$ cat config.mk
export PLATFORM = sky130hd
export DESIGN_NAME = positioning_drive_param_ctrl
export DESIGN_NICKNAME = d
export VERILOG_FILES = /design/src/rtl/drive_param_pkg.sv /design/src/rtl/positioning_drive_param_ctrl.sv
export SDC_FILE = /design/constraint.sdc
export NUM_CORES = 1
export LEC_CHECK = 0
export BUFFER_PORTS_ARGS = -buffer_cell sky130_fd_sc_hd__buf_2
export CORE_MARGIN = 4
export CORE_UTILIZATION = 60
export DETAILED_ROUTE_END_ITERATION = 10
export PLACE_DENSITY = 0.8
export SYNTH_ARGS = -nofsm -noshare
export SYNTH_HDL_FRONTEND = slang
export SYNTH_SLANG_ARGS = --single-unit
$ cat constraint.sdc
create_clock -name clk_sys_i -period 22.3 [get_ports clk_sys_i]
set_input_delay 2.23 -clock clk_sys_i [delete_from_list [all_inputs] [get_ports clk_sys_i]]
set_output_delay 2.23 -clock clk_sys_i [all_outputs]
set_load 0.01 [all_outputs]
$ cat src/rtl/drive_param_pkg.sv
// Summary of operation
// RULE_01 - Max speed code 0..3 picks approach speed; resets to 3.
// RULE_02 - Start speed code 0..3, default 1, used for homing and manual runs.
// RULE_03 - Acceleration code 0..4, default 2, sets ramp from start to max speed.
// RULE_04 - Signed upper target limit, default 16000.
// RULE_05 - Signed lower target limit, default 125.
// RULE_06 - Halt write 32 ramps down and stops; 128 stops at once.
// RULE_07 - Fault object reads 64 when ready, 128 during emergency stop.
// RULE_08 - Command bit 0 runs manually up, bit 1 manually down.
// RULE_09 - Positioning starts only when bit 2 comes with the target transfer.
// RULE_10 - No motion unless release bit 4 is set.
// RULE_11 - Bit 6 runs without reference loop; bit 7 runs initial reference loop.
// RULE_12 - Status bits 0,2,3,4: reached, stage active, homed, power present.
// RULE_13 - Status bits 6,7,8: pot error, second run, opposite movement.
// RULE_14 - Status bits 10,11,12: obstruction, manual rotation, bad target.
// RULE_15 - Status bit 13 power was lost; bits 14,15 range limits.
// RULE_16 - Node number loaded from storage after reset, writable, default 1.
// RULE_17 - Bit-rate code 0..4 selects 20..1000 kbit/s, default 2.
// RULE_18 - Auto rehome setting 1 homes and repositions after power returns.
// RULE_19 - Out-of-range target is refused without motion and flags bad target.
// RULE_20 - Status word is read only; fault returns to ready after new command.
package drive_param_pkg;
  localparam logic [15:0] IDX_MAX_SPEED  = 16'h2012;
  localparam logic [15:0] IDX_START_SPD  = 16'h2013;
  localparam logic [15:0] IDX_ACCEL      = 16'h2014;
  localparam logic [15:0] IDX_UPPER      = 16'h2016;
  localparam logic [15:0] IDX_LOWER      = 16'h2017;
  localparam logic [15:0] IDX_HALT       = 16'h2018;
  localparam logic [15:0] IDX_FAULT      = 16'h2019;
  localparam logic [15:0] IDX_COMMAND    = 16'h2024;
  localparam logic [15:0] IDX_STATUS     = 16'h2025;
  localparam logic [15:0] IDX_NODE       = 16'h2026;
  localparam logic [15:0] IDX_BITRATE    = 16'h2027;
  localparam logic [15:0] IDX_AUTO_HOME  = 16'h2029;

  localparam logic [7:0]  RST_MAX_SPEED  = 8'h03;
  localparam logic [7:0]  RST_START_SPD  = 8'h01;
  localparam logic [7:0]  RST_ACCEL      = 8'h02;
  localparam logic [31:0] RST_UPPER      = 32'h0000_3e80;
  localparam logic [31:0] RST_LOWER      = 32'h0000_007d;
  localparam logic [7:0]  RST_COMMAND    = 8'h00;
  localparam logic [7:0]  RST_NODE       = 8'h01;
  localparam logic [7:0]  RST_BITRATE    = 8'h02;
  localparam logic [7:0]  RST_AUTO_HOME  = 8'h00;

  localparam logic [7:0]  MAX_SPEED_TOP  = 8'h03;
  localparam logic [7:0]  START_SPD_TOP  = 8'h03;
  localparam logic [7:0]  ACCEL_TOP      = 8'h04;
  localparam logic [7:0]  BITRATE_TOP    = 8'h04;
  localparam logic [7:0]  AUTO_HOME_TOP  = 8'h01;
  localparam logic [7:0]  NODE_MIN       = 8'h01;
  localparam logic [7:0]  NODE_MAX       = 8'h7f;

  localparam logic [7:0]  HALT_RAMP      = 8'h20;
  localparam logic [7:0]  HALT_NOW       = 8'h80;
  localparam logic [7:0]  FAULT_READY    = 8'h40;
  localparam logic [7:0]  FAULT_ESTOP    = 8'h80;
  localparam logic [7:0]  FAULT_BUSY     = 8'h00;

  localparam int CMD_UP      = 0;
  localparam int CMD_DOWN    = 1;
  localparam int CMD_XFER    = 2;
  localparam int CMD_RELEASE = 4;
  localparam int CMD_NOLOOP  = 6;
  localparam int CMD_HOME    = 7;

  localparam int STS_REACHED  = 0;
  localparam int STS_ACTIVE   = 2;
  localparam int STS_HOMED    = 3;
  localparam int STS_POWER    = 4;
  localparam int STS_POT      = 6;
  localparam int STS_SECOND   = 7;
  localparam int STS_OPPOSITE = 8;
  localparam int STS_OBSTRUCT = 10;
  localparam int STS_MANROT   = 11;
  localparam int STS_BADTGT   = 12;
  localparam int STS_PWRLOST  = 13;
  localparam int STS_LIMPOS   = 14;
  localparam int STS_LIMNEG   = 15;

  // Speed steps of the motor driver: 1..4 start speeds, 4..7 approach speeds
  localparam logic [2:0]  SPD_START_BASE = 3'h1;
  localparam logic [2:0]  SPD_MAX_BASE   = 3'h4;

  // Time per speed step in ms for each acceleration code (code 0 longest)
  localparam logic [4:0][7:0] RAMP_STEP_MS = {8'h29, 8'h32, 8'h3e, 8'h53, 8'h7d};
  localparam int CLK_PERIOD_NS = 10;
  localparam int MS_NS         = 1000000;
  localparam int MS_CYC        = MS_NS / CLK_PERIOD_NS;

  typedef enum logic [2:0] {MOT_IDLE, MOT_HOME, MOT_POS, MOT_STOPPING, MOT_MANUAL} motion_e;

  typedef struct packed {
    logic power_ok;
    logic pot_err;
    logic second_run;
    logic opposite;
    logic obstruct;
    logic manual_rot;
    logic lim_pos;
    logic lim_neg;
  } drive_flags_s;

  typedef struct packed {
    logic        enable;
    logic        dir_up;
    logic        use_loop;
    motion_e     mode;
    logic [2:0]  speed;
    logic [31:0] target;
  } mot_cmd_s;
endpackage

$ cat src/rtl/positioning_drive_param_ctrl.sv
module positioning_drive_param_ctrl #(
  parameter int unsigned MS_CYC_P = drive_param_pkg::MS_CYC
) (
  input  wire logic                         clk_sys_i,
  input  wire logic                         rst_i,
  input  wire logic                         obj_req_i,
  input  wire logic                         obj_wr_i,
  input  wire logic [15:0]                  obj_index_i,
  input  wire logic [31:0]                  obj_wdata_i,
  output logic                              obj_ack_o,
  output logic                              obj_err_o,
  output logic [31:0]                       obj_rdata_o,
  input  wire logic                         pdo_valid_i,
  input  wire logic [7:0]                   pdo_cmd_i,
  input  wire logic [31:0]                  pdo_target_i,
  input  wire logic [7:0]                   nvm_node_i,
  input  wire logic                         mot_done_i,
  input  wire drive_param_pkg::drive_flags_s drv_flags_i,
  output drive_param_pkg::mot_cmd_s         mot_cmd_o,
  output logic [7:0]                        node_addr_o,
  output logic [2:0]                        bit_rate_o
);
  import drive_param_pkg::*;

  logic [7:0]  max_speed_ff, start_spd_ff, accel_ff, cmd_ff, node_ff, bitrate_ff, auto_ff;
  logic [31:0] upper_ff, lower_ff, target_ff;
  logic        node_loaded_ff;
  logic        estop_ff, reached_ff, homed_ff, badtgt_ff, pwrlost_ff, power_prev_ff, pending_ff;
  logic        loop_ff;
  motion_e     state_ff;
  logic [2:0]  speed_ff;
  logic [31:0] cyc_cnt_ff;
  logic [7:0]  ms_cnt_ff;

  logic        wr_en, rd_en, hit, wr_ok;
  logic [31:0] rd_data;
  logic [15:0] status_word;
  logic [7:0]  fault_val, nxt_cmd;
  logic        cmd_wr, halt_soft, halt_hard, tgt_in_range, start_pos, bad_xfer;
  logic        power_rise, power_fall, rehome_go, ramp_tick, manual_one, busy;
  logic [2:0]  start_idx, max_idx;

  assign wr_en = obj_req_i & obj_wr_i;
  assign rd_en = obj_req_i & ~obj_wr_i;

  assign start_idx  = SPD_START_BASE + start_spd_ff[2:0];                       // RULE_02
  assign max_idx    = SPD_MAX_BASE + max_speed_ff[2:0];                         // RULE_01
  assign busy       = (state_ff != MOT_IDLE);
  assign power_rise = drv_flags_i.power_ok & ~power_prev_ff;
  assign power_fall = ~drv_flags_i.power_ok & power_prev_ff;
  assign rehome_go  = power_rise & auto_ff[0];                                  // RULE_18

  // Object decode; a refused write leaves the object unchanged
  always_comb begin
    hit     = 1'b1;
    wr_ok   = 1'b1;
    rd_data = 32'h0000_0000;
    case (obj_index_i)
      IDX_MAX_SPEED: begin
        rd_data = {24'h00_0000, max_speed_ff};
        wr_ok   = (obj_wdata_i <= {24'h00_0000, MAX_SPEED_TOP});
      end
      IDX_START_SPD: begin
        rd_data = {24'h00_0000, start_spd_ff};
        wr_ok   = (obj_wdata_i <= {24'h00_0000, START_SPD_TOP});
      end
      IDX_ACCEL: begin
        rd_data = {24'h00_0000, accel_ff};
        wr_ok   = (obj_wdata_i <= {24'h00_0000, ACCEL_TOP});
      end
      IDX_UPPER:   rd_data = upper_ff;
      IDX_LOWER:   rd_data = lower_ff;
      IDX_HALT: begin
        wr_ok = (obj_wdata_i == {24'h00_0000, HALT_RAMP}) || (obj_wdata_i == {24'h00_0000, HALT_NOW});
      end
      IDX_FAULT: begin
        rd_data = {24'h00_0000, fault_val};
        wr_ok   = 1'b0;
      end
      IDX_COMMAND: begin
        rd_data = {24'h00_0000, cmd_ff};
        wr_ok   = (obj_wdata_i[31:8] == 24'h00_0000);
      end
      IDX_STATUS: begin
        rd_data = {16'h0000, status_word};
        wr_ok   = 1'b0;                                                          // RULE_20
      end
      IDX_NODE: begin
        rd_data = {24'h00_0000, node_ff};
        wr_ok   = (obj_wdata_i >= {24'h00_0000, NODE_MIN}) && (obj_wdata_i <= {24'h00_0000, NODE_MAX});
      end
      IDX_BITRATE: begin
        rd_data = {24'h00_0000, bitrate_ff};
        wr_ok   = (obj_wdata_i <= {24'h00_0000, BITRATE_TOP});
      end
      IDX_AUTO_HOME: begin
        rd_data = {24'h00_0000, auto_ff};
        wr_ok   = (obj_wdata_i <= {24'h00_0000, AUTO_HOME_TOP});
      end
      default: begin
        hit   = 1'b0;
        wr_ok = 1'b0;
      end
    endcase
  end

  assign cmd_wr    = pdo_valid_i | (wr_en & wr_ok & (obj_index_i == IDX_COMMAND));
  assign nxt_cmd   = pdo_valid_i ? pdo_cmd_i : (cmd_wr ? obj_wdata_i[7:0] : cmd_ff);
  assign halt_soft = wr_en & (obj_index_i == IDX_HALT) & (obj_wdata_i == {24'h00_0000, HALT_RAMP});
  assign halt_hard = wr_en & (obj_index_i == IDX_HALT) & (obj_wdata_i == {24'h00_0000, HALT_NOW});
  assign tgt_in_range = ($signed(pdo_target_i) <= $signed(upper_ff)) &&          // RULE_04
                        ($signed(pdo_target_i) >= $signed(lower_ff));            // RULE_05
  assign start_pos = pdo_valid_i & pdo_cmd_i[CMD_XFER] & tgt_in_range;           // RULE_09
  assign bad_xfer  = pdo_valid_i & pdo_cmd_i[CMD_XFER] & ~tgt_in_range;          // RULE_19
  assign manual_one = nxt_cmd[CMD_UP] ^ nxt_cmd[CMD_DOWN];

  assign fault_val = estop_ff ? FAULT_ESTOP : (busy ? FAULT_BUSY : FAULT_READY); // RULE_07

  always_comb begin
    status_word               = 16'h0000;
    status_word[STS_REACHED]  = reached_ff;                                      // RULE_12
    status_word[STS_ACTIVE]   = busy;
    status_word[STS_HOMED]    = homed_ff;
    status_word[STS_POWER]    = drv_flags_i.power_ok;
    status_word[STS_POT]      = drv_flags_i.pot_err;                             // RULE_13
    status_word[STS_SECOND]   = drv_flags_i.second_run;
    status_word[STS_OPPOSITE] = drv_flags_i.opposite;
    status_word[STS_OBSTRUCT] = drv_flags_i.obstruct;                            // RULE_14
    status_word[STS_MANROT]   = drv_flags_i.manual_rot;
    status_word[STS_BADTGT]   = badtgt_ff;
    status_word[STS_PWRLOST]  = pwrlost_ff;                                      // RULE_15
    status_word[STS_LIMPOS]   = drv_flags_i.lim_pos;
    status_word[STS_LIMNEG]   = drv_flags_i.lim_neg;
  end

  // Object answer one cycle after the request
  always_ff @(posedge clk_sys_i or posedge rst_i) begin
    if (rst_i) begin
      obj_ack_o   <= 1'b0;
      obj_err_o   <= 1'b0;
      obj_rdata_o <= 32'h0000_0000;
    end else begin
      obj_ack_o   <= obj_req_i;
      obj_err_o   <= obj_req_i & (~hit | (obj_wr_i & ~wr_ok));
      obj_rdata_o <= rd_en ? rd_data : 32'h0000_0000;
    end
  end

  // Parameter objects
  always_ff @(posedge clk_sys_i or posedge rst_i) begin
    if (rst_i) begin
      max_speed_ff <= RST_MAX_SPEED;
      start_spd_ff <= RST_START_SPD;
      accel_ff     <= RST_ACCEL;
      upper_ff     <= RST_UPPER;
      lower_ff     <= RST_LOWER;
      bitrate_ff   <= RST_BITRATE;
      auto_ff      <= RST_AUTO_HOME;
      cmd_ff       <= RST_COMMAND;
    end else begin
      cmd_ff <= nxt_cmd;
      if (wr_en && wr_ok) begin
        case (obj_index_i)
          IDX_MAX_SPEED: max_speed_ff <= obj_wdata_i[7:0];                       // RULE_01
          IDX_START_SPD: start_spd_ff <= obj_wdata_i[7:0];                       // RULE_02
          IDX_ACCEL:     accel_ff     <= obj_wdata_i[7:0];                       // RULE_03
          IDX_UPPER:     upper_ff     <= obj_wdata_i;                            // RULE_04
          IDX_LOWER:     lower_ff     <= obj_wdata_i;                            // RULE_05
          IDX_BITRATE:   bitrate_ff   <= obj_wdata_i[7:0];                       // RULE_17
          IDX_AUTO_HOME: auto_ff      <= obj_wdata_i[7:0];                       // RULE_18
          default: ;
        endcase
      end
    end
  end

  // Node number: storage value taken on the first edge after reset release
  always_ff @(posedge clk_sys_i or posedge rst_i) begin
    if (rst_i) begin
      node_ff        <= RST_NODE;
      node_loaded_ff <= 1'b0;
    end else begin
      node_loaded_ff <= 1'b1;
      if (!node_loaded_ff) begin
        if (nvm_node_i >= NODE_MIN && nvm_node_i <= NODE_MAX) begin
          node_ff <= nvm_node_i;                                                 // RULE_16
        end
      end else if (wr_en && wr_ok && obj_index_i == IDX_NODE) begin
        node_ff <= obj_wdata_i[7:0];                                             // RULE_16
      end
    end
  end

  // Sticky flags; a set in the same cycle as a clear wins
  always_ff @(posedge clk_sys_i or posedge rst_i) begin
    if (rst_i) begin
      estop_ff      <= 1'b0;
      badtgt_ff     <= 1'b0;
      pwrlost_ff    <= 1'b0;
      power_prev_ff <= 1'b0;
    end else begin
      power_prev_ff <= drv_flags_i.power_ok;
      if (halt_hard) begin
        estop_ff <= 1'b1;                                                        // RULE_06
      end else if (cmd_wr) begin
        estop_ff <= 1'b0;                                                        // RULE_20
      end
      if (bad_xfer) begin
        badtgt_ff <= 1'b1;                                                       // RULE_19
      end else if (start_pos) begin
        badtgt_ff <= 1'b0;
      end
      if (power_fall) begin
        pwrlost_ff <= 1'b1;                                                      // RULE_15
      end else if (rd_en && obj_index_i == IDX_STATUS) begin
        pwrlost_ff <= 1'b0;
      end
    end
  end

  // Ramp timer: one tick per speed step at the selected acceleration
  always_ff @(posedge clk_sys_i or posedge rst_i) begin
    if (rst_i) begin
      cyc_cnt_ff <= 32'h0000_0000;
      ms_cnt_ff  <= 8'h00;
      ramp_tick  <= 1'b0;
    end else begin
      ramp_tick <= 1'b0;
      if (!busy) begin
        cyc_cnt_ff <= 32'h0000_0000;
        ms_cnt_ff  <= 8'h00;
      end else if (cyc_cnt_ff == MS_CYC_P - 32'h1) begin
        cyc_cnt_ff <= 32'h0000_0000;
        if (ms_cnt_ff == RAMP_STEP_MS[accel_ff[2:0]] - 8'h01) begin               // RULE_03
          ms_cnt_ff <= 8'h00;
          ramp_tick <= 1'b1;
        end else begin
          ms_cnt_ff <= ms_cnt_ff + 8'h01;
        end
      end else begin
        cyc_cnt_ff <= cyc_cnt_ff + 32'h1;
      end
    end
  end

  // Motion sequencing
  always_ff @(posedge clk_sys_i or posedge rst_i) begin
    if (rst_i) begin
      state_ff   <= MOT_IDLE;
      speed_ff   <= 3'h0;
      target_ff  <= 32'h0000_0000;
      pending_ff <= 1'b0;
      loop_ff    <= 1'b1;
      reached_ff <= 1'b0;
      homed_ff   <= 1'b0;
    end else begin
      if (start_pos) begin
        target_ff  <= pdo_target_i;
        reached_ff <= 1'b0;
        loop_ff    <= ~pdo_cmd_i[CMD_NOLOOP];                                    // RULE_11
      end
      if (!nxt_cmd[CMD_RELEASE] || halt_hard) begin
        state_ff   <= MOT_IDLE;                                                  // RULE_10
        speed_ff   <= 3'h0;
        pending_ff <= 1'b0;
      end else if (halt_soft && busy) begin
        state_ff   <= MOT_STOPPING;                                              // RULE_06
        pending_ff <= 1'b0;
      end else begin
        case (state_ff)
          MOT_IDLE: begin
            if (rehome_go || (start_pos && pdo_cmd_i[CMD_HOME] && !homed_ff)) begin
              state_ff   <= MOT_HOME;                                            // RULE_18
              speed_ff   <= start_idx;
              pending_ff <= 1'b1;
            end else if (start_pos) begin
              state_ff <= MOT_POS;
              speed_ff <= start_idx;
            end else if (nxt_cmd[CMD_HOME] && !homed_ff) begin
              state_ff <= MOT_HOME;                                              // RULE_11
              speed_ff <= start_idx;
            end else if (manual_one) begin
              state_ff <= MOT_MANUAL;                                            // RULE_08
              speed_ff <= start_idx;
            end
          end
          MOT_HOME: begin
            if (mot_done_i) begin
              homed_ff   <= 1'b1;
              pending_ff <= 1'b0;
              state_ff   <= pending_ff ? MOT_POS : MOT_IDLE;
              speed_ff   <= pending_ff ? start_idx : 3'h0;
            end
          end
          MOT_POS: begin
            if (mot_done_i) begin
              state_ff   <= MOT_IDLE;
              speed_ff   <= 3'h0;
              reached_ff <= 1'b1;
            end else if (speed_ff > max_idx) begin
              speed_ff <= max_idx;                                               // RULE_01
            end else if (ramp_tick && speed_ff < max_idx) begin
              speed_ff <= speed_ff + 3'h1;                                       // RULE_03
            end
          end
          MOT_STOPPING: begin
            if (speed_ff <= start_idx || mot_done_i) begin
              state_ff <= MOT_IDLE;
              speed_ff <= 3'h0;
            end else if (ramp_tick) begin
              speed_ff <= speed_ff - 3'h1;
            end
          end
          MOT_MANUAL: begin
            if (start_pos) begin
              state_ff <= MOT_POS;                                               // RULE_09
              speed_ff <= start_idx;
            end else if (!manual_one) begin
              state_ff <= MOT_IDLE;
              speed_ff <= 3'h0;
            end else begin
              speed_ff <= start_idx;                                             // RULE_02
            end
          end
          default: begin
            state_ff <= MOT_IDLE;
            speed_ff <= 3'h0;
          end
        endcase
      end
    end
  end

  // Registered drive outputs
  always_ff @(posedge clk_sys_i or posedge rst_i) begin
    if (rst_i) begin
      mot_cmd_o   <= '0;
      node_addr_o <= RST_NODE;
      bit_rate_o  <= RST_BITRATE[2:0];
    end else begin
      mot_cmd_o.enable   <= (state_ff != MOT_IDLE);
      mot_cmd_o.dir_up   <= (state_ff == MOT_MANUAL) ? cmd_ff[CMD_UP] : ($signed(target_ff) >= 0);
      mot_cmd_o.use_loop <= loop_ff;
      mot_cmd_o.mode     <= state_ff;
      mot_cmd_o.speed    <= speed_ff;
      mot_cmd_o.target   <= target_ff;
      node_addr_o        <= node_ff;
      bit_rate_o         <= bitrate_ff[2:0];                                     // RULE_17
    end
  end

  AST_RESET_MAX: assert property (@(posedge clk_sys_i) $fell(rst_i) |-> max_speed_ff == RST_MAX_SPEED) // RULE_01
    else $error("max speed reset value wrong");
  AST_START_SPEED: assert property (@(posedge clk_sys_i) disable iff (rst_i)                           // RULE_02
    (state_ff == MOT_MANUAL) |-> speed_ff == $past(start_idx)) else $error("manual run not at start speed");
  AST_RAMP_CAP: assert property (@(posedge clk_sys_i) disable iff (rst_i)                              // RULE_03
    (state_ff == MOT_POS) |-> speed_ff <= $past(max_idx)) else $error("ramp above max speed");
  AST_HARD_STOP: assert property (@(posedge clk_sys_i) disable iff (rst_i)                             // RULE_06
    halt_hard |=> state_ff == MOT_IDLE && estop_ff ##1 mot_cmd_o.enable == 1'b0)
    else $error("emergency stop not immediate");
  AST_SOFT_STOP: assert property (@(posedge clk_sys_i) disable iff (rst_i)                             // RULE_06
    (halt_soft && busy && nxt_cmd[CMD_RELEASE] && !halt_hard) |=> state_ff == MOT_STOPPING)
    else $error("ramp stop not entered");
  AST_FAULT_VAL: assert property (@(posedge clk_sys_i) disable iff (rst_i)                             // RULE_07
    (rd_en && obj_index_i == IDX_FAULT) |=> obj_rdata_o[7:0] == ($past(estop_ff) ? FAULT_ESTOP :
    ($past(busy) ? FAULT_BUSY : FAULT_READY))) else $error("fault object value wrong");
  AST_MANUAL_GO: assert property (@(posedge clk_sys_i) disable iff (rst_i)                             // RULE_08
    (state_ff == MOT_IDLE && manual_one && nxt_cmd[CMD_RELEASE] && !halt_hard && !start_pos &&
    !rehome_go && !(nxt_cmd[CMD_HOME] && !homed_ff)) |=> state_ff == MOT_MANUAL)
    else $error("manual run not started");
  AST_XFER_ONLY: assert property (@(posedge clk_sys_i) disable iff (rst_i)                             // RULE_09
    (state_ff == MOT_IDLE ##1 state_ff == MOT_POS) |-> $past(start_pos))
    else $error("positioning without transfer bit");
  AST_RELEASE: assert property (@(posedge clk_sys_i) disable iff (rst_i)                               // RULE_10
    !cmd_ff[CMD_RELEASE] |-> state_ff == MOT_IDLE ##1 !mot_cmd_o.enable)
    else $error("motion without release");
  AST_BAD_TGT: assert property (@(posedge clk_sys_i) disable iff (rst_i)                               // RULE_19
    bad_xfer |=> badtgt_ff && target_ff == $past(target_ff)) else $error("bad target accepted");
  AST_STATUS_RO: assert property (@(posedge clk_sys_i) disable iff (rst_i)                             // RULE_20
    (wr_en && obj_index_i == IDX_STATUS) |=> obj_err_o) else $error("status write not refused");
  AST_NODE_LOAD: assert property (@(posedge clk_sys_i) disable iff (rst_i)                             // RULE_16
    (!node_loaded_ff && nvm_node_i >= NODE_MIN && nvm_node_i <= NODE_MAX) |=> node_ff == $past(nvm_node_i))
    else $error("node number not loaded");
endmodule // positioning_drive_param_ctrl

======== Yosys cells after proc, flatten, opt, wreduce, memory -nomap -nowiden ========
Memory sizes are Yosys's and may differ from the RTL's.
Index checks and enable logic that the tools add are counted.
cells by class
  add/sub/neg operators ................... 7
  $lt $le $gt $ge ......................... 14
  equal/unequal tests ..................... 33
  mux-type cells .......................... 66
  bitwise operators ....................... 27
  reduce and logical (&&, ||, !) cells .... 42
operator list
  kind                     count
  $pmux W32 S11            1
  $eq A16 B14 Y1 const B   12
  $mux W32                 3
  $mux W8                  10
  $mux W3                  26
  $ge A32 B1 Y1 const B    2
  $add A32 B1 Y32 const B  1
  $eq A32 B17 Y1 const B   1
  $eq A32 B6 Y1 const B    1
  $eq A32 B8 Y1 const B    1
  $ge A32 B32 Y1           1
  $le A32 B1 Y1 const B    1
  $le A32 B2 Y1 const B    1
  $le A32 B3 Y1 const B    1
  $le A32 B32 Y1           1
  $le A32 B7 Y1 const B    1
  $pmux W3 S5              2
  $logic_not A24 Y1        1
  $mux W1                  20
  $ne A4 B4 Y1 const B     5
  $reduce_and A2 Y1        8
  $and A1 B1 Y1            15
  $reduce_or A12 Y1        1
  $logic_and A1 B1 Y1      11
  39 further kinds         62
word-level totals
  register bits ........................... 294
  bits in read-only memories .............. 64
  output and inout bits ................... 86
  logic and storage cells ................. 226
  memories ................................ 1
memory list
  memory           depth  bits a word  rd ports  clocked after Yosys merged registers in  wr ports  line                                 text
  (no name shown)  8      8            1         0                                        0         positioning_drive_param_ctrl.sv:234  if (ms_cnt_ff == RAMP_STEP_MS[accel_ff[2:0]] - 8'h01) begin

======== Depth between registers and ports, before layout ========
Gate-level depths: netlist of the first run.
  depth after elaboration ................. 16
  mapped depth ............................ 12

======== Least setup slack after synthesis of the first run ========
Ideal clock, no wire load.
  path kind ............................... input -> register
  start point ............................. in pdo_target_i[13]
  end point ............................... reg target_ff[10]
  library setup time ...................... 0.125 ns
  arrival time ............................ 4.665 ns
  slack ................................... 17.510 ns
  stages .................................. 10
  path buffers ............................ 1
  cells stage by stage .................... ha_1 -> a21o_1 -> a21o_1 -> a221o_1 -> o31ai_1 -> a21o_1 -> o2111ai_1 -> nor2_1 -> buf_2 -> mux2_2
between the ends
  longest elaborated chain between the ends .. 3
ends and longest elaborated chain
  element                                                  line                                                                      text
  start: declaration                                       positioning_drive_param_ctrl.sv:15                                        input wire logic [31:0] pdo_target_i,
  $le A32 B32 Y1 / $ge A32 B32 Y1 (equally long branches)  positioning_drive_param_ctrl.sv:111, positioning_drive_param_ctrl.sv:112
  $logic_and A1 B1 Y1 *                                    positioning_drive_param_ctrl.sv:111                                       assign tgt_in_range = ($signed(pdo_target_i) <= $signed(upper_ff)) &&
  $and A1 B1 Y1 *                                          positioning_drive_param_ctrl.sv:113                                       assign start_pos = pdo_valid_i & pdo_cmd_i[CMD_XFER] & tgt_in_range;
  end signal: assignment                                   positioning_drive_param_ctrl.sv:258                                       target_ff <= pdo_target_i;
  end: declaration                                         positioning_drive_param_ctrl.sv:26                                        logic [31:0] upper_ff, lower_ff, target_ff;
Every way passes the cells marked *; elsewhere a longest branch is shown, timed or not.
A chain may end at the register's enable or synchronous reset.

======== Final worst setup path of the first run ========
  start point ............................. in pdo_target_i[7]
  end point ............................... reg target_ff[7]
between the ends
  longest elaborated chain between the ends .. 3
ends and longest elaborated chain
  element                                                  line
  $le A32 B32 Y1 / $ge A32 B32 Y1 (equally long branches)  positioning_drive_param_ctrl.sv:111, positioning_drive_param_ctrl.sv:112
  $logic_and A1 B1 Y1                                      positioning_drive_param_ctrl.sv:111
  $and A1 B1 Y1                                            positioning_drive_param_ctrl.sv:113
Several ways; a longest one is shown, not always the timed one.

==> metrics.txt, run 1 <==
status complete, no violations; post-cts sizing count 0; CP Capture Type flop; synthesized instance count 1299; Worst R2R Start lower_ff[5]; first-pass GRT wire length 56.9 mm; met2 usage 0.453; Reg2Reg Setup Slack 18.27 ns; Final min period 5.26 ns; prevailing post-synth register cell dfrtp_1; synthesis-stage register bit count 294; die area 25900 um2; H-tree depth 1; EDFF count, synth 0; first drt pass iteration count 6; Worst setup SP type primary input; Critical Path AT 5.69 ns; core area 22800 um2; met1 usage 0.360; clk_lat worst skew 0.55 ns; Hold Path Cell Cnt 0; worst-margin pin slew 1.19 ns; drt total wl 35.0 mm; RSZ-0062 raised after global routing false; Req. time, crit path 22.73 ns; max_slew headroom 0.206; Hold Path Sink mot_cmd_o[20]; Initial Util 0.614; Most Used Layer, Global Route met2; largest net degree at the start of global routing 178; CTS tree yes; part of the Yosys area used for sequential elements 0.526; antenna violations before repair 0; Mapped Nets 1485; max_cap viols 0; Iter 0 DRT Violations 869; Max Root-Sink Buffers 3; layout cells sized above 1 0.250; CTS Buf Count 30; ys async rst share 1.00; worst vdd ir 60.1 uV; GRT Overall Usage 0.270; total negative slack 0 ns; Die H 161 um; Final nets 1663; Setup Skew 0.0101 ns; DP HPWL 24.7 mm; DR vias 10700; critical hold path startpoint target_ff[20]; dpl cell area 15300 um2; final instance area 16300 um2; Reg2Reg Depth 10; Root Driver clkbuf_16; Routed WL per cell 19.3 um; Routed Antenna Nets 0; grt ovf 0; Setup Fix Bufs, Post-CTS 0; IO Pins 196; FP Rows 55; commonest cells after routing, fill and taps aside dfrtp_1 (273), buf_2 (195), nand2_1 (106), nor2_1 (92), inv_1 (88); DP Cell Count 1758; Syn. warnings 0; highest clock rate 190 MHz; RR Endpoint target_ff[7]; Tcrit/Tclk final 0.236; CTS clk-pin slew, worst paths 0.06 ns; cell area power density 79.0 nW/um2; Avg Vias per Cell 5.90; Final Slew Violations 0; Fill cells 1651; CTS Hold Bufs 0; Area Growth Syn to Fin 16.5%; critical setup path kind in -> reg; worst hold path type reg -> reg; width of the die 161 um; DRC viols 0; Hold Fails Final Rpt 0; post-synth cell types 70; met3 usage 0.0529; commonest non-fill, non-tap cell in the layout dfrtp_1; GPL Wtd Cong 0.865; clock sink count 294; Post-Layout Cell Count 1815; Synth Area per Inst 10.8 um2; vias in the first global route 11000; area of the mapped netlist 14000 um2; Max FO, Critical Path 35; port bufs 195; P_leak 7.72 nW; Final Setup Violations 0
[flip-flops by register name, summed over array words and instances (netlist names), 32 cells and up]
name	flops
lower_ff	32
obj_rdata_o	32
mot_cmd_o	41
cyc_cnt_ff	32
upper_ff	32
target_ff	32
[cells in the mapped netlist (20+ instances only)]
master	instances	area, um2
dfrtp_1	273	6830
nand2_1	106	398
nor2_1	95	357
inv_1	89	334
ha_1	76	951
o21ai_0	74	370
mux2_2	72	811
a21oi_1	45	225
nor2b_1	41	257
clkbuf_1	36	135
nand3_1	34	170
a22oi_1	31	233
mux2i_1	23	230
xor2_1	23	201
nor3_1	22	110
dfstp_2	21	552
nand4_1	20	125
[layout make-up]
cell class	instances	area, um2	area share
repair buffers	201	1030	0.0633
well taps	313	392	0.0240
clock inverters	20	236	0.0145
flip-flops and latches	294	7380	0.452
clock buffers	36	835	0.0511
inverters	89	342	0.0209
diodes	1	2.50	0.000153
multi-input cells	861	6120	0.374
[cell families (layout without fill, tap and decap cells)]
group / after synthesis / after routing / synth area share
compound gates: 242 / 242 / 0.112
fa+ha+maj: 76 / 76 / 0.0678
simple gates: 401 / 401 / 0.146
xor+xnor: 40 / 40 / 0.0250
mux: 101 / 101 / 0.0830
other cells: 1 / 2 / 0.000267
buf+inv: 144 / 346 / 0.0400
flops: 294 / 294 / 0.526
[how the worst max path moves through the flow]
stage                    end  depth (start not counted)             start  slack [ns]
4_1_cts         target_ff[7]                         10  pdo_target_i[13]       17.09
6_report        target_ff[7]                         10   pdo_target_i[7]       17.04
2_1_floorplan    accel_ff[0]                          1             rst_i       11.99
3_3_place_gp   target_ff[11]                         10  pdo_target_i[13]       16.55
5_1_grt         target_ff[7]                         10  pdo_target_i[11]       16.85
3_5_place_dp    target_ff[7]                         10  pdo_target_i[13]       16.52
[layer usage]
layer / part of all wire / wire length (um)
met1: 0.41 / 14300
met2: 0.48 / 16900
met3: 0.079 / 2770
met4: 0.027 / 956
met5: 0 / 0
[power breakdown]
part / internal, mW / switching [mW]
clock network: 0.324 / 0.209
registers: 0.575 / 0.0241
logic: 0.0635 / 0.0938
[worst max-delay path, cell delays in order]
cell	delay, ns
buf_2	0.13
ha_1	0.31
a21oi_1	0.15
o21ai_0	0.14
a221o_1	0.39
o31ai_1	0.29
a21o_1	0.16
o2111ai_1	0.37
nor2_4	1.05
mux2_2	0.44
[through the flow]
| stage | power [mW] | worst slack (ns) | hold slack (ns) | util |
|---|---|---|---|---|
| floorplan | 0.702 | 11.99 | 0.350 | - |
| global placement | 0.760 | 16.55 | 0.355 | 0.668 |
| detailed placement | 0.766 | 16.52 | 0.360 | 0.668 |
| CTS | 1.30 | 17.09 | 0.373 | 0.715 |
| global route | 1.35 | 16.85 | 0.379 | 0.715 |
| finish | 1.29 | 17.04 | 0.372 | 0.715 |
(Power assumes the default switching activity.)
==> inputs of run 2 (changes only) <==
--- a/config.mk
+++ b/config.mk
@@ -7,9 +7,9 @@
 export LEC_CHECK = 0
 export BUFFER_PORTS_ARGS = -buffer_cell sky130_fd_sc_hd__buf_2
 export CORE_MARGIN = 4
-export CORE_UTILIZATION = 60
+export CORE_UTILIZATION = 52
 export DETAILED_ROUTE_END_ITERATION = 10
-export PLACE_DENSITY = 0.8
+export PLACE_DENSITY = 0.73
 export SYNTH_ARGS = -nofsm -noshare
 export SYNTH_HDL_FRONTEND = slang
 export SYNTH_SLANG_ARGS = --single-unit
==> constraint.sdc (replaced) <==
create_clock -name clk_sys_i -period 4.65 [get_ports clk_sys_i]
set_input_delay 0.465 -clock clk_sys_i [delete_from_list [all_inputs] [get_ports clk_sys_i]]
set_output_delay 0.465 -clock clk_sys_i [all_outputs]
set_load 0.01 [all_outputs]
==> run 2 against run 1 <==
Via count is 0.14% lower. Cell count is 2.1% higher. Largest cell class unchanged. First-iteration DRC count is 23% higher. Non-clock buffer count is 17 higher. Sequential share of layout area is 0.52 points lower. Largest power group unchanged. Die area is 15% higher. Power grew to 4.8 times the previous value. Worst setup slack worse by 16 ns. Register-to-register slack worse by 17 ns. Clock-buffer cell count is 11 higher.
==> metrics.txt, run 2 (same netlist as run 1, synthesis figures left out) <==
Tcrit/Tclk final 0.800; FP Rows 59; core area 26300 um2; Fill cells 2137; Worst setup SP type flop; max_cap viols 0; Reg2Reg Depth 11; CTS tree yes; GRT Overall Usage 0.243; first drt pass iteration count 7; Max FO, Critical Path 34; Biggest register mot_cmd_o; port bufs 195; Post-Layout Cell Count 1854; Max Root-Sink Buffers 3; Req. time, crit path 5.08 ns; RSZ-0062 raised after global routing false; DRC viols 0; metal2 WL 16.7 mm; worst-margin pin slew 0.950 ns; die area 29700 um2; first-pass GRT wire length 57.5 mm; Hold Path Sink power_prev_ff; layout cells sized above 1 0.254; top cell family by delay on the critical path simple AND/OR/NAND/NOR gates; clock sink count 294; vias in the first global route 10700; CTS Buf Count 30; Avg Vias per Cell 5.77; DP HPWL 26.0 mm; Root Driver clkbuf_16; width of the die 172 um; clk_lat worst skew 0.55 ns; critical hold path startpoint drv_flags_i[7]; Critical Path AT 4.15 ns; Cell Chain, Critical Path inv_1 -> ha_1 -> nand4_1 -> nor4_1 -> a21boi_0 -> o31ai_1 -> o211ai_1 -> o2111ai_1 -> nor2_4 -> buf_4 -> mux2_2; CP peak stage delay 0.65 ns; IO Pins 196; highest clock rate 269 MHz; critical setup path kind reg -> reg; Initial Util 0.534; total negative slack 0 ns; H-tree depth 1; M1 WL 16.3 mm; antenna violations before repair 0; Worst R2R Start lower_ff[14]; largest net degree at the start of global routing 95; Setup Skew 0.0114 ns; cell area power density 375 nW/um2; Final Setup Violations 0; Hold Fails Final Rpt 0; Reg area 7380 um2; Final Slew Violations 0; RR Endpoint target_ff[21]; Area Growth Syn to Fin 17.8%; Critical-path top delay cell nor4_1; P_leak 7.81 nW; Final min period 3.72 ns; commonest cells after routing, fill and taps aside dfrtp_1 (273), buf_2 (195), nand2_1 (106), nor2_1 (92), inv_1 (88); GPL Wtd Cong 0.906; worst vdd ir 261 uV; Bufs and invs on worst path 2; met3 WL 2.42 mm; DR vias 10700; Reg2Reg Setup Slack 0.93 ns; CP Capture Type flop; max reg flops 41; DP Cell Count 1796; DR top layer met4; Final nets 1680; worst hold path type in -> reg; status complete, no violations; Routed Antenna Nets 0; commonest non-fill, non-tap cell in the layout dfrtp_1; Routed WL per cell 19.5 um; Hold Path Cell Cnt 1; max_slew headroom 0.349; drt total wl 36.2 mm; area of the multi-input gates 6100 um2; Iter 0 DRT Violations 1068; CTS clk-pin slew, worst paths 0.06 ns; Die H 172 um; grt ovf 0
-- run 2: cell types whose count changed in the layout (fill, tap and decap cells not counted), sizes merged --
cell and change:
buf +16, clkbuf +11, clkinv -6, bufinv -2
inv -2, clkinvlp -1, dlygate4sd3 +1
-- run 2: how the worst max path moves through the flow --
stage                     depth (start not counted)  slack (ns)       endpoint        startpoint
after floorplan                                   1        0.30    accel_ff[0]             rst_i
after global placement                           11        0.87  target_ff[27]  pdo_target_i[15]
after detailed placement                         11        0.85  target_ff[17]  pdo_target_i[14]
after CTS                                        11        0.99  target_ff[17]      lower_ff[14]
after global routing                             11        0.77  target_ff[17]      lower_ff[14]
final                                            11        0.93  target_ff[21]      lower_ff[14]
-- run 2: cell type report --
| type | instances | area share |
|---|---|---|
| Clock inverter | 9 | 0.00742 |
| Antenna cell | 1 | 0.000151 |
| Multi-Input combinational cell | 861 | 0.369 |
| Inverter | 89 | 0.0204 |
| Tap cell | 335 | 0.0254 |
| Timing Repair Buffer | 218 | 0.0734 |
| Clock buffer | 47 | 0.0572 |
| Sequential cell | 294 | 0.447 |
-- run 2: worst reg2reg max path: cells and delay by family (launching register included) --
kind	cells	cell delay [ns]
DFF	1	0.38
buffers and inverters	2	0.50
AOI/OAI and AO/OA	4	0.98
muxes	1	0.44
and+or+nand+nor	3	1.00
adders and majority gates	1	0.30
-- run 2: timing repair --
item,CTS,global route
endpoints found under the hold margin,12,0
hold buffers,1,0
resized for setup,0,0
buffers inserted,0,0
-- run 2: stage by stage --
step / cell area, um2 / total power [mW] / hold slack, ns / setup slack [ns] / utilization
after floorplan: 14000 / 3.37 / 0.350 / 0.299 / -
after global placement: 15400 / 3.68 / 0.358 / 0.873 / 0.588
after detailed placement: 15400 / 3.70 / 0.359 / 0.852 / 0.588
after CTS: 16500 / 6.24 / 0.0783 / 0.986 / 0.629
after global routing: 16500 / 6.46 / 0.0765 / 0.768 / 0.629
final: 16500 / 6.19 / 0.0914 / 0.928 / 0.629
-- run 2: layer usage --
layer / track usage / vias to the layer above
met3: 0.0343 / 54
met1: 0.356 / 5278
met2: 0.389 / 382
met4: 0.0588 / 0
li1: - / 4981
met5: 0 / -
-- run 2: where the power goes --
group / internal, mW / total (mW) / switching, mW
Clock: 1.56 / 2.54 / 0.987
Combinational: 0.310 / 0.778 / 0.469
Sequential: 2.76 / 2.87 / 0.112
